`src/shared/asc_defs.svh`:
```
/*
  Offsets, field positions, reset values and timing counts of the serial unit.
  Assumes an 8-bit APB byte address with one register per aligned word.
*/
`ifndef ASC_DEFS_SVH
`define ASC_DEFS_SVH
// Register byte offsets
`define ASC_OFF_MODE 8'h00
`define ASC_OFF_CTRL 8'h04
`define ASC_OFF_DIV 8'h08
`define ASC_OFF_TDR 8'h0c
`define ASC_OFF_STAT 8'h10
`define ASC_OFF_RDR 8'h14
`define ASC_OFF_ISTAT 8'h18
`define ASC_OFF_ICLR 8'h1c
`define ASC_OFF_IEN 8'h20
// Status bit positions
`define ASC_ST_TX_BUFFER_EMPTY_FLAG 7
`define ASC_ST_RX_BUFFER_FULL_FLAG 6
`define ASC_ST_OVERRUN_ERROR_FLAG 5
`define ASC_ST_FER 4
// Control and mode bit positions
`define ASC_CT_TE 5
`define ASC_CT_RE 4
`define ASC_CT_CLOCK_ENABLE_HI 1
`define ASC_CT_CLOCK_ENABLE_LO 0
`define ASC_MD_SYNC 7
// Reset values and interrupt width
`define ASC_DIV_RST 8'h40
`define ASC_IRQ_W 3
// Oversampling: last tick of each 16-tick bit and the tick at mid bit
`define ASC_LAST_TICK 4'hf
`define ASC_MID_TICK 4'h7
`define ASC_LAST_BIT 3'h7
`endif

```
`src/shared/asc_pkg.sv`:
```
/*
  Types of the serial unit: control fields and state machine states.
  Assumes nothing beyond a SystemVerilog compiler.
*/
package asc_pkg;
  // Control register fields
  typedef struct packed {
    logic te;
    logic re;
    logic clock_enable_hi;
    logic clock_enable_lo;
  } asc_ctrl_type;
  // Transmitter states
  typedef enum logic [1:0] {TX_IDLE, TX_START, TX_DATA, TX_STOP} asc_tx_state_type;
  // Receiver states
  typedef enum logic [1:0] {RX_IDLE, RX_START, RX_DATA, RX_STOP} asc_rx_state_type;
endpackage

```
`src/verilog/asc_serial_unit.sv`:
```
/*
  Asynchronous serial unit with APB registers, buffer flags, clock select,
  bit-rate clock output, DMA hand-off and an interrupt output.
  Assumes rxd, sck_i, standby and the DMA strobes are synchronous to pclk.
*/
`include "asc_defs.svh"
module asc_serial_unit import asc_pkg::*; (
  // Clock and reset
  input wire logic pclk,
  input wire logic presetn,
  // APB slave
  input wire logic psel,
  input wire logic penable,
  input wire logic pwrite,
  input wire logic [7:0] paddr,
  input wire logic [31:0] pwdata,
  output logic [31:0] prdata,
  output logic pready,
  output logic pslverr,
  // Chip standby
  input wire logic standby,
  // DMA side
  input wire logic dma_tx_wr,
  input wire logic [7:0] dma_tx_data,
  input wire logic dma_rx_rd,
  output logic [7:0] rx_data,
  // Serial line
  input wire logic rxd,
  output logic txd,
  input wire logic sck_i,
  output logic sck_o,
  output logic sck_oe,
  // Interrupt
  output logic irq
);
  logic sync_mode; // Communication mode bit
  asc_ctrl_type ctrl; // Enables and clock selects
  logic [7:0] div; // Internal 16x tick divisor
  logic [7:0] tx_data_reg; // tx_data_reg
  logic tx_buffer_empty_flag; // tx_buffer_empty_flag
  logic rx_buffer_full_flag; // rx_buffer_full_flag
  logic overrun_error_flag; // overrun_error_flag
  logic framing_error_flag; // framing_error_flag
  logic [3:0] seen; // Flags read as one, armed for clearing
  logic [`ASC_IRQ_W-1:0] irq_stat; // Sticky events
  logic [`ASC_IRQ_W-1:0] irq_en; // Interrupt enables
  logic [7:0] div_cnt; // Divider count
  logic sck_q; // Previous external clock level
  asc_tx_state_type tx_state; // Transmitter state
  logic [3:0] tx_ph; // Tick within transmit bit
  logic [2:0] tx_bits; // Data bits sent
  logic [7:0] tx_shift_reg; // tx_shift_reg
  asc_rx_state_type rx_state; // Receiver state
  logic [3:0] rx_ph; // Tick within receive bit
  logic [2:0] rx_bits; // Data bits taken
  logic [7:0] rx_shift_reg; // rx_shift_reg
  logic rxd_q; // Line level at previous tick

  // Address decode used only for the error response; read mux and writes compare paddr themselves
  function automatic logic mapped(input logic [7:0] a);
    mapped = a inside {`ASC_OFF_MODE, `ASC_OFF_CTRL, `ASC_OFF_DIV, `ASC_OFF_TDR,
                       `ASC_OFF_STAT, `ASC_OFF_RDR, `ASC_OFF_ISTAT, `ASC_OFF_ICLR,
                       `ASC_OFF_IEN};
  endfunction

  wire apb_done = psel & penable & pready; // Transfer completes this edge
  wire wr_en = apb_done & pwrite;
  wire rd_stat = apb_done & ~pwrite & (paddr == `ASC_OFF_STAT);
  wire wr_stat = wr_en & (paddr == `ASC_OFF_STAT);
  wire [3:0] flags = {tx_buffer_empty_flag, rx_buffer_full_flag, overrun_error_flag, framing_error_flag};
  // Clear only a flag that was read as one and is now written zero
  wire [3:0] sw_clr = {4{wr_stat}} & seen & ~pwdata[7:4];

  // Clock select: external edge or internal divider
  wire int_tick = (div_cnt == 8'h00);
  wire ext_tick = sck_i & ~sck_q;
  wire tick = ctrl.clock_enable_hi ? ext_tick : int_tick;
  wire tx_run = ctrl.te & ~standby;
  wire rx_run = ctrl.re & ~standby;
  // Transmit data moves from buffer to shifter
  wire tx_load = tx_run & tick & (tx_state == TX_IDLE) & ~tx_buffer_empty_flag;
  // Stop bit sample at mid bit ends the frame
  wire rx_fin = rx_run & tick & (rx_state == RX_STOP) & (rx_ph == `ASC_LAST_TICK);
  wire rx_deliver = rx_fin & rxd & ~rx_buffer_full_flag;
  wire rx_overrun = rx_fin & rxd & rx_buffer_full_flag;
  wire rx_frame = rx_fin & ~rxd;

  // APB answer: ready in the first access cycle, data registered with it
  always_ff @(posedge pclk or negedge presetn) begin
    if (!presetn) begin
      pready <= 1'b0;
      prdata <= 32'h0000_0000;
      pslverr <= 1'b0;
    end else begin
      pready <= psel & ~penable;
      pslverr <= psel & ~penable & ~mapped(paddr);
      prdata <= 32'h0000_0000;
      if (psel & ~penable & ~pwrite) begin
        unique case (paddr)
          `ASC_OFF_MODE: prdata[`ASC_MD_SYNC] <= sync_mode;
          `ASC_OFF_CTRL: begin
            prdata[`ASC_CT_TE] <= ctrl.te;
            prdata[`ASC_CT_RE] <= ctrl.re;
            prdata[`ASC_CT_CLOCK_ENABLE_HI] <= ctrl.clock_enable_hi;
            prdata[`ASC_CT_CLOCK_ENABLE_LO] <= ctrl.clock_enable_lo;
          end
          `ASC_OFF_DIV: prdata[7:0] <= div;
          `ASC_OFF_TDR: prdata[7:0] <= tx_data_reg;
          `ASC_OFF_STAT: prdata[7:4] <= flags;
          `ASC_OFF_RDR: prdata[7:0] <= rx_data;
          `ASC_OFF_ISTAT: prdata[`ASC_IRQ_W-1:0] <= irq_stat;
          `ASC_OFF_IEN: prdata[`ASC_IRQ_W-1:0] <= irq_en;
          // Clear register is write-only; unmapped reads zero
          default: prdata <= 32'h0000_0000;
        endcase
      end
    end
  end

  // Software configuration; software must drop TE and RE before changing it
  always_ff @(posedge pclk or negedge presetn) begin
    if (!presetn) begin
      sync_mode <= 1'b0;
      ctrl <= '0;
      div <= `ASC_DIV_RST;
      irq_en <= '0;
    end else if (wr_en) begin
      if (paddr == `ASC_OFF_MODE) sync_mode <= pwdata[`ASC_MD_SYNC];
      if (paddr == `ASC_OFF_CTRL) begin
        ctrl.te <= pwdata[`ASC_CT_TE];
        ctrl.re <= pwdata[`ASC_CT_RE];
        ctrl.clock_enable_hi <= pwdata[`ASC_CT_CLOCK_ENABLE_HI];
        ctrl.clock_enable_lo <= pwdata[`ASC_CT_CLOCK_ENABLE_LO];
      end
      if (paddr == `ASC_OFF_DIV) div <= pwdata[7:0];
      if (paddr == `ASC_OFF_IEN) irq_en <= pwdata[`ASC_IRQ_W-1:0];
    end
  end

  // Transmit buffer: CPU or DMA may fill it
  always_ff @(posedge pclk or negedge presetn) begin
    if (!presetn) tx_data_reg <= 8'h00;
    else if (dma_tx_wr) tx_data_reg <= dma_tx_data;
    else if (wr_en & (paddr == `ASC_OFF_TDR)) tx_data_reg <= pwdata[7:0];
  end

  // Arming: a status read remembers which flags it saw set
  always_ff @(posedge pclk or negedge presetn) begin
    if (!presetn) seen <= 4'h0;
    // Arm from the value returned, not from flags that may have moved since the setup
    else if (rd_stat) seen <= seen | prdata[7:4];
    else if (wr_stat) seen <= 4'h0;
  end

  // Transmit empty flag; setting causes win over clears
  always_ff @(posedge pclk or negedge presetn) begin
    if (!presetn) tx_buffer_empty_flag <= 1'b1;
    else if (~tx_run | tx_load) tx_buffer_empty_flag <= 1'b1;
    else if (sw_clr[3] | dma_tx_wr) tx_buffer_empty_flag <= 1'b0;
  end

  // Receive full flag; a new frame wins over a clear in the same cycle
  always_ff @(posedge pclk or negedge presetn) begin
    if (!presetn) rx_buffer_full_flag <= 1'b0;
    else if (standby) rx_buffer_full_flag <= 1'b0;
    else if (rx_deliver) rx_buffer_full_flag <= 1'b1;
    else if (sw_clr[2] | dma_rx_rd) rx_buffer_full_flag <= 1'b0;
  end

  // Error flags; disabling the receiver does not touch them
  always_ff @(posedge pclk or negedge presetn) begin
    if (!presetn) begin
      overrun_error_flag <= 1'b0;
      framing_error_flag <= 1'b0;
    end else begin
      if (rx_overrun) overrun_error_flag <= 1'b1;
      else if (sw_clr[1]) overrun_error_flag <= 1'b0;
      if (rx_frame) framing_error_flag <= 1'b1;
      else if (sw_clr[0]) framing_error_flag <= 1'b0;
    end
  end

  // Receive data register changes only on a clean frame
  always_ff @(posedge pclk or negedge presetn) begin
    if (!presetn) rx_data <= 8'h00;
    else if (rx_deliver) rx_data <= rx_shift_reg;
  end

  // Internal divider; an external clock is edge detected, it is already synchronous
  always_ff @(posedge pclk or negedge presetn) begin
    if (!presetn) begin
      div_cnt <= 8'h00;
      sck_q <= 1'b0;
    end else begin
      sck_q <= sck_i;
      div_cnt <= int_tick ? div : div_cnt - 8'h01;
    end
  end

  // Transmitter: start, eight data bits LSB first, stop
  always_ff @(posedge pclk or negedge presetn) begin
    if (!presetn) begin
      tx_state <= TX_IDLE;
      tx_ph <= 4'h0;
      tx_bits <= 3'h0;
      tx_shift_reg <= 8'h00;
      txd <= 1'b1;
    end else if (~tx_run) begin
      // Disable or standby drops the frame and clears the shifter
      tx_state <= TX_IDLE;
      tx_ph <= 4'h0;
      tx_bits <= 3'h0;
      tx_shift_reg <= 8'h00;
      txd <= 1'b1;
    end else if (tx_load) begin
      tx_shift_reg <= tx_data_reg;
      tx_state <= TX_START;
      tx_ph <= 4'h0;
      txd <= 1'b0;
    end else if (tick & (tx_state != TX_IDLE)) begin
      tx_ph <= tx_ph + 4'h1;
      if (tx_ph == `ASC_LAST_TICK) begin
        unique case (tx_state)
          TX_START: begin
            tx_state <= TX_DATA;
            tx_bits <= 3'h0;
            txd <= tx_shift_reg[0];
          end
          TX_DATA: begin
            tx_shift_reg <= {1'b0, tx_shift_reg[7:1]};
            tx_bits <= tx_bits + 3'h1;
            if (tx_bits == `ASC_LAST_BIT) begin
              tx_state <= TX_STOP;
              txd <= 1'b1;
            end else begin
              txd <= tx_shift_reg[1];
            end
          end
          TX_STOP: tx_state <= TX_IDLE;
          TX_IDLE: tx_state <= TX_IDLE;
        endcase
      end
    end
  end

  // Bit-rate clock: low first half, high second half, so it rises mid bit
  always_ff @(posedge pclk or negedge presetn) begin
    if (!presetn) begin
      sck_o <= 1'b1;
      sck_oe <= 1'b0;
    end else begin
      sck_oe <= ~ctrl.clock_enable_hi & (sync_mode | ctrl.clock_enable_lo);
      if (~tx_run | (tx_state == TX_IDLE & ~tx_load)) sck_o <= 1'b1;
      else if (tx_load) sck_o <= 1'b0;
      // Held high over the end of the stop bit, so no runt low pulse trails a frame
      else if (tick) sck_o <= ((tx_ph >= `ASC_MID_TICK) & (tx_ph != `ASC_LAST_TICK))
                              | ((tx_state == TX_STOP) & (tx_ph == `ASC_LAST_TICK));
    end
  end

  // Receiver at 16x: falling edge starts, mid-bit check rejects glitches
  always_ff @(posedge pclk or negedge presetn) begin
    if (!presetn) begin
      rx_state <= RX_IDLE;
      rx_ph <= 4'h0;
      rx_bits <= 3'h0;
      rx_shift_reg <= 8'h00;
      rxd_q <= 1'b1;
    end else if (~rx_run) begin
      // Abort the frame only; data register and error flags are left as they are, standby clears the full flag
      rx_state <= RX_IDLE;
      rx_ph <= 4'h0;
      rxd_q <= 1'b1;
    end else if (tick) begin
      rxd_q <= rxd;
      rx_ph <= rx_ph + 4'h1;
      unique case (rx_state)
        RX_IDLE: begin
          rx_ph <= 4'h0;
          if (rxd_q & ~rxd) rx_state <= RX_START;
        end
        RX_START: if (rx_ph == `ASC_MID_TICK - 4'h1) begin
          // Restart phase at mid start bit so later samples land mid bit
          rx_ph <= 4'h0;
          rx_bits <= 3'h0;
          rx_state <= rxd ? RX_IDLE : RX_DATA;
        end
        RX_DATA: if (rx_ph == `ASC_LAST_TICK) begin
          rx_shift_reg <= {rxd, rx_shift_reg[7:1]};
          rx_bits <= rx_bits + 3'h1;
          if (rx_bits == `ASC_LAST_BIT) rx_state <= RX_STOP;
        end
        RX_STOP: if (rx_ph == `ASC_LAST_TICK) rx_state <= RX_IDLE;
      endcase
    end
  end

  // Sticky events: transmit load, receive full, receive error
  always_ff @(posedge pclk or negedge presetn) begin
    if (!presetn) begin
      irq_stat <= '0;
      irq <= 1'b0;
    end else begin
      // New events win over a clear in the same cycle
      irq_stat <= (irq_stat & ~({`ASC_IRQ_W{wr_en & (paddr == `ASC_OFF_ICLR)}}
                   & pwdata[`ASC_IRQ_W-1:0])) | {rx_overrun | rx_frame, rx_deliver, tx_load};
      irq <= |(irq_stat & irq_en);
    end
  end
endmodule

```
`config.mk`:
```
export PLATFORM = sky130hd
export DESIGN_NAME = asc_serial_unit
export DESIGN_NICKNAME = d
export VERILOG_FILES = /design/src/shared/asc_pkg.sv /design/src/verilog/asc_serial_unit.sv
export VERILOG_INCLUDE_DIRS = /design/src /design/src/shared
export SDC_FILE = /design/constraint.sdc
export NUM_CORES = 1
export LEC_CHECK = 0
export ABC_AREA = 1
export BUFFER_PORTS_ARGS = -buffer_cell sky130_fd_sc_hd__buf_2
export CORE_MARGIN = 4
export CORE_UTILIZATION = 56
export DETAILED_ROUTE_END_ITERATION = 6
export HOLD_SLACK_MARGIN = 0.03
export PLACE_DENSITY = 0.81
export SYNTH_ARGS = -nofsm -noshare
export SYNTH_HDL_FRONTEND = slang
export SYNTH_SLANG_ARGS = --single-unit
export TNS_END_PERCENT = 10
```
`constraint.sdc`:
```
create_clock -name pclk -period 2.2 [get_ports pclk]
set_input_delay 0.11 -clock pclk [delete_from_list [all_inputs] [get_ports pclk]]
set_output_delay 0.11 -clock pclk [all_outputs]
set_load 0.01 [all_outputs]
```
==> impl_metrics.json <==
{
  "status": "completed",
  "synth_cell_types": 40,
  "p_switching_mw": 1.026,
  "synth_most_common_cell": "nand2_1",
  "period_share_pct": 93.05,
  "avgSynthCellArea_sq_um": 8.035,
  "overflow": 0,
  "synth_seq_cells": 101,
  "clkSinkCount": 101,
  "met2_length_mm": 6.007,
  "p_per_area_nw_per_um2": 633.7,
  "pwr-share-comb_pct": 13.2,
  "wl_met1_mm": 5.412,
  "clock_latency_ns": 0.38,
  "grt_use_total_pct": 23.80,
  "hpwl_mm": 9.277,
  "required_ns": 2.50,
  "via_per_inst": 5.307,
  "start_kind": "flop",
  "antenna_found_initial": 0,
  "wl_per_cell_um": 14.59,
  "yosys.area.top_type_share_pct": 45.37,
  "grt_setup_unrepaired": "no",
  "setup_viol_count_final": 0,
  "synth-edff-count": 0,
  "timing.fmax_mhz": 488.5,
  "via_count": 4601,
  "hold_violations": 0,
  "power_mw": 3.792,
  "p_clk_share_pct": 33.9,
  "drive_gt1_share_pct": 16.67,
  "r2r-end": "tx_shift_reg[3]",
  "syn_to_final_growth_pct": 13.02,
  "maxCapViolCount": 0,
  "cts_buffer_depth": 2,
  "dpl_cell_area_sq_um": 5627,
  "cts.root.buffer_cell": "clkbuf_8",
  "tns_ns": 0,
  "diodes": 0,
  "dr.pass1.iters": 5,
  "synth_top_cell_by_area": "dfrtp_1",
  "synth_area_leaders": "dfrtp_1 45%, nand2_1 13%, nand3_1 6.1%, inv_1 5.5%, o21ai_0 3.6%",
  "first_iter_violations": 441,
  "final_util_pct": 64.77,
  "top_layer_used": "met4",
  "hold_path_class": "input port to flop",
  "fillerInstances": 749,
  "min_from": "pwdata[2]",
  "peakVddDrop_mv": 0.3411,
  "postLayoutCellArea_sq_um": 5984,
  "htree_levels": 3,
  "p_seq_share_pct": 52.9,
  "design.die.area_sq_um": 11080,
  "crit_fanout": 13,
  "cp.arrival_ns": 2.35,
  "syn_inst": 659,
  "rows": 35,
  "regToRegSetupSlack_ns": 0.15,
  "dieHeight_um": 105.2,
  "max_slew_margin_pct": 63.48,
  "grt_max_degree": 102,
  "power.internal_mw": 2.766,
  "dr_wl_met3_um": 900,
  "drc": 0,
  "crit_type": "flop to flop",
  "ys_seq_area_share_pct": 47.85,
  "gp_congestion": 0.9349,
  "yosysWarnings": 0,
  "netlist_area_sq_um": 5295,
  "portBuffers": 55,
  "start_util_pct": 57.31,
  "clkTransAtPathRegs_ns": 0.10,
  "cts_tree": "built",
  "p_sw_share_pct": 27.06,
  "first_global_vias": 4518,
  "drt.antenna.violating_nets": 0,
  "core_sq_um": 9240,
  "fin_worst_skew_ns": 0.01530,
  "whs_endpoint": "div[2]",
  "min_period_ns": 2.047,
  "timing.rr.start": "div_cnt[0]",
  "synth-async-reset-ratio_pct": 100.0,
  "synthTopCellsByCount": "188 x nand2_1, 96 x dfrtp_1, 78 x inv_1, 65 x nand3_1, 46 x nor2_1",
  "die_w_um": 105.2,
  "reg2reg_depth": 13,
  "hold_depth": 3,
  "post_cts_buffers": 0,
  "tightest_slew_ns": 0.5478,
  "synth_flop_cell": "dfrtp_1",
  "grt_pass1_wl_mm": 21.31,
  "fin_nets": 803,
  "wirelength_mm": 12.65,
  "cts_inserted_buffers": 9,
  "final_max_slew_viol_count": 0,
  "num_io_pins": 104,
  "power.leakage_nw": 3.115,
  "end_kind": "flop"
}
==> routing by layer <==
metal / global-route usage, % / up-vias
met5: 0 / -
met4: 9.841 / 0
met3: 4.225 / 30
met2: 38.21 / 199
met1: 32.00 / 2170
li1: - / 2202
==> area by class of cell <==
type	instances	area (sq um)	area share (%)
inverter	81	306.5	5.122
clock buffer	10	127.6	2.133
timing repair buffer	73	457.9	7.652
tap	129	161.4	2.697
sequential	101	2534	42.34
multi-input combinational	467	2310	38.60
clock inverter	6	87.58	1.464
==> worst max-delay path by stage <==
stage | from | to | depth (start not counted)
6_report | div_cnt[0] | tx_shift_reg[3] | 13
5_1_grt | div_cnt[0] | tx_shift_reg[3] | 13
3_3_place_gp | div_cnt[0] | tx_shift_reg[4] | 12
4_1_cts | div_cnt[0] | rx_data[6] | 11
3_5_place_dp | div_cnt[0] | rx_data[5] | 11
2_1_floorplan | div_cnt[0] | rx_bits[0] | 11
==> timing repair <==
action	CTS	global route
endpoints found under the setup margin	0	19
gates resized for setup	0	4
hold buffers	13	0
hold endpoints to repair	105	0
==> power by group through the flow <==
stage	clock (mW)	combinational [mW]	sequential [mW]
floorplan	0	0.348	2.03
global placement	0	0.453	2.04
detailed placement	0	0.473	2.04
CTS	1.30	0.496	2.00
global route	1.39	0.565	2.02
finish	1.29	0.500	2.01
==> layout by cell type, fill, tap and decap left out, types with 7 or more instances in the layout <==
cell type and count:
nand2_1 188, dfrtp_1 96, inv_1 78, nand3_1 64, buf_2 54, nor2_1 43
o21ai_0 38, conb_1 24, a21oi_1 23, dlygate4sd3_1 13, ha_1 12, o21ai_2 10
nor2_2 9, clkbuf_8 9, nand4_1 7
==> per-stage QoR <==
step	setup slack [ns]	hold slack (ns)	cells
after detailed placement	0.1673	0.2176	838
after global placement	0.2262	0.2105	838
after floorplan	0.4743	-0.1856	682
after CTS	0.1416	0.03119	867
after global routing	0.005327	0.03049	867
final	0.1530	0.04475	867
==> critical path, stage by stage (launching register included) <==
cell and delay, ns:
dfrtp_1 0.39, inv_1 0.07, ha_1 0.22, nand2_1 0.11
nor2_2 0.15, nand3_2 0.11, nand2_4 0.14, buf_4 0.19
nand2_4 0.10, nand2_4 0.13, inv_4 0.10, o21ai_4 0.11
nand2_1 0.08, nand2_1 0.06
==> cells by family (layout without fill, tap and decap cells) <==
| family | count (synthesis) | after routing | synth area share [%] |
|---|---|---|---|
| simple gates | 339 | 339 | 28.43 |
| compound gates | 86 | 86 | 9.428 |
| flops | 101 | 101 | 47.85 |
| buf+inv | 114 | 170 | 10.40 |
| fa+ha+maj | 12 | 12 | 2.835 |
| other cells | 1 | 24 | 0.07082 |
| xor+xnor | 6 | 6 | 0.9924 |
Note: power is estimated with default switching activity, not from simulation.
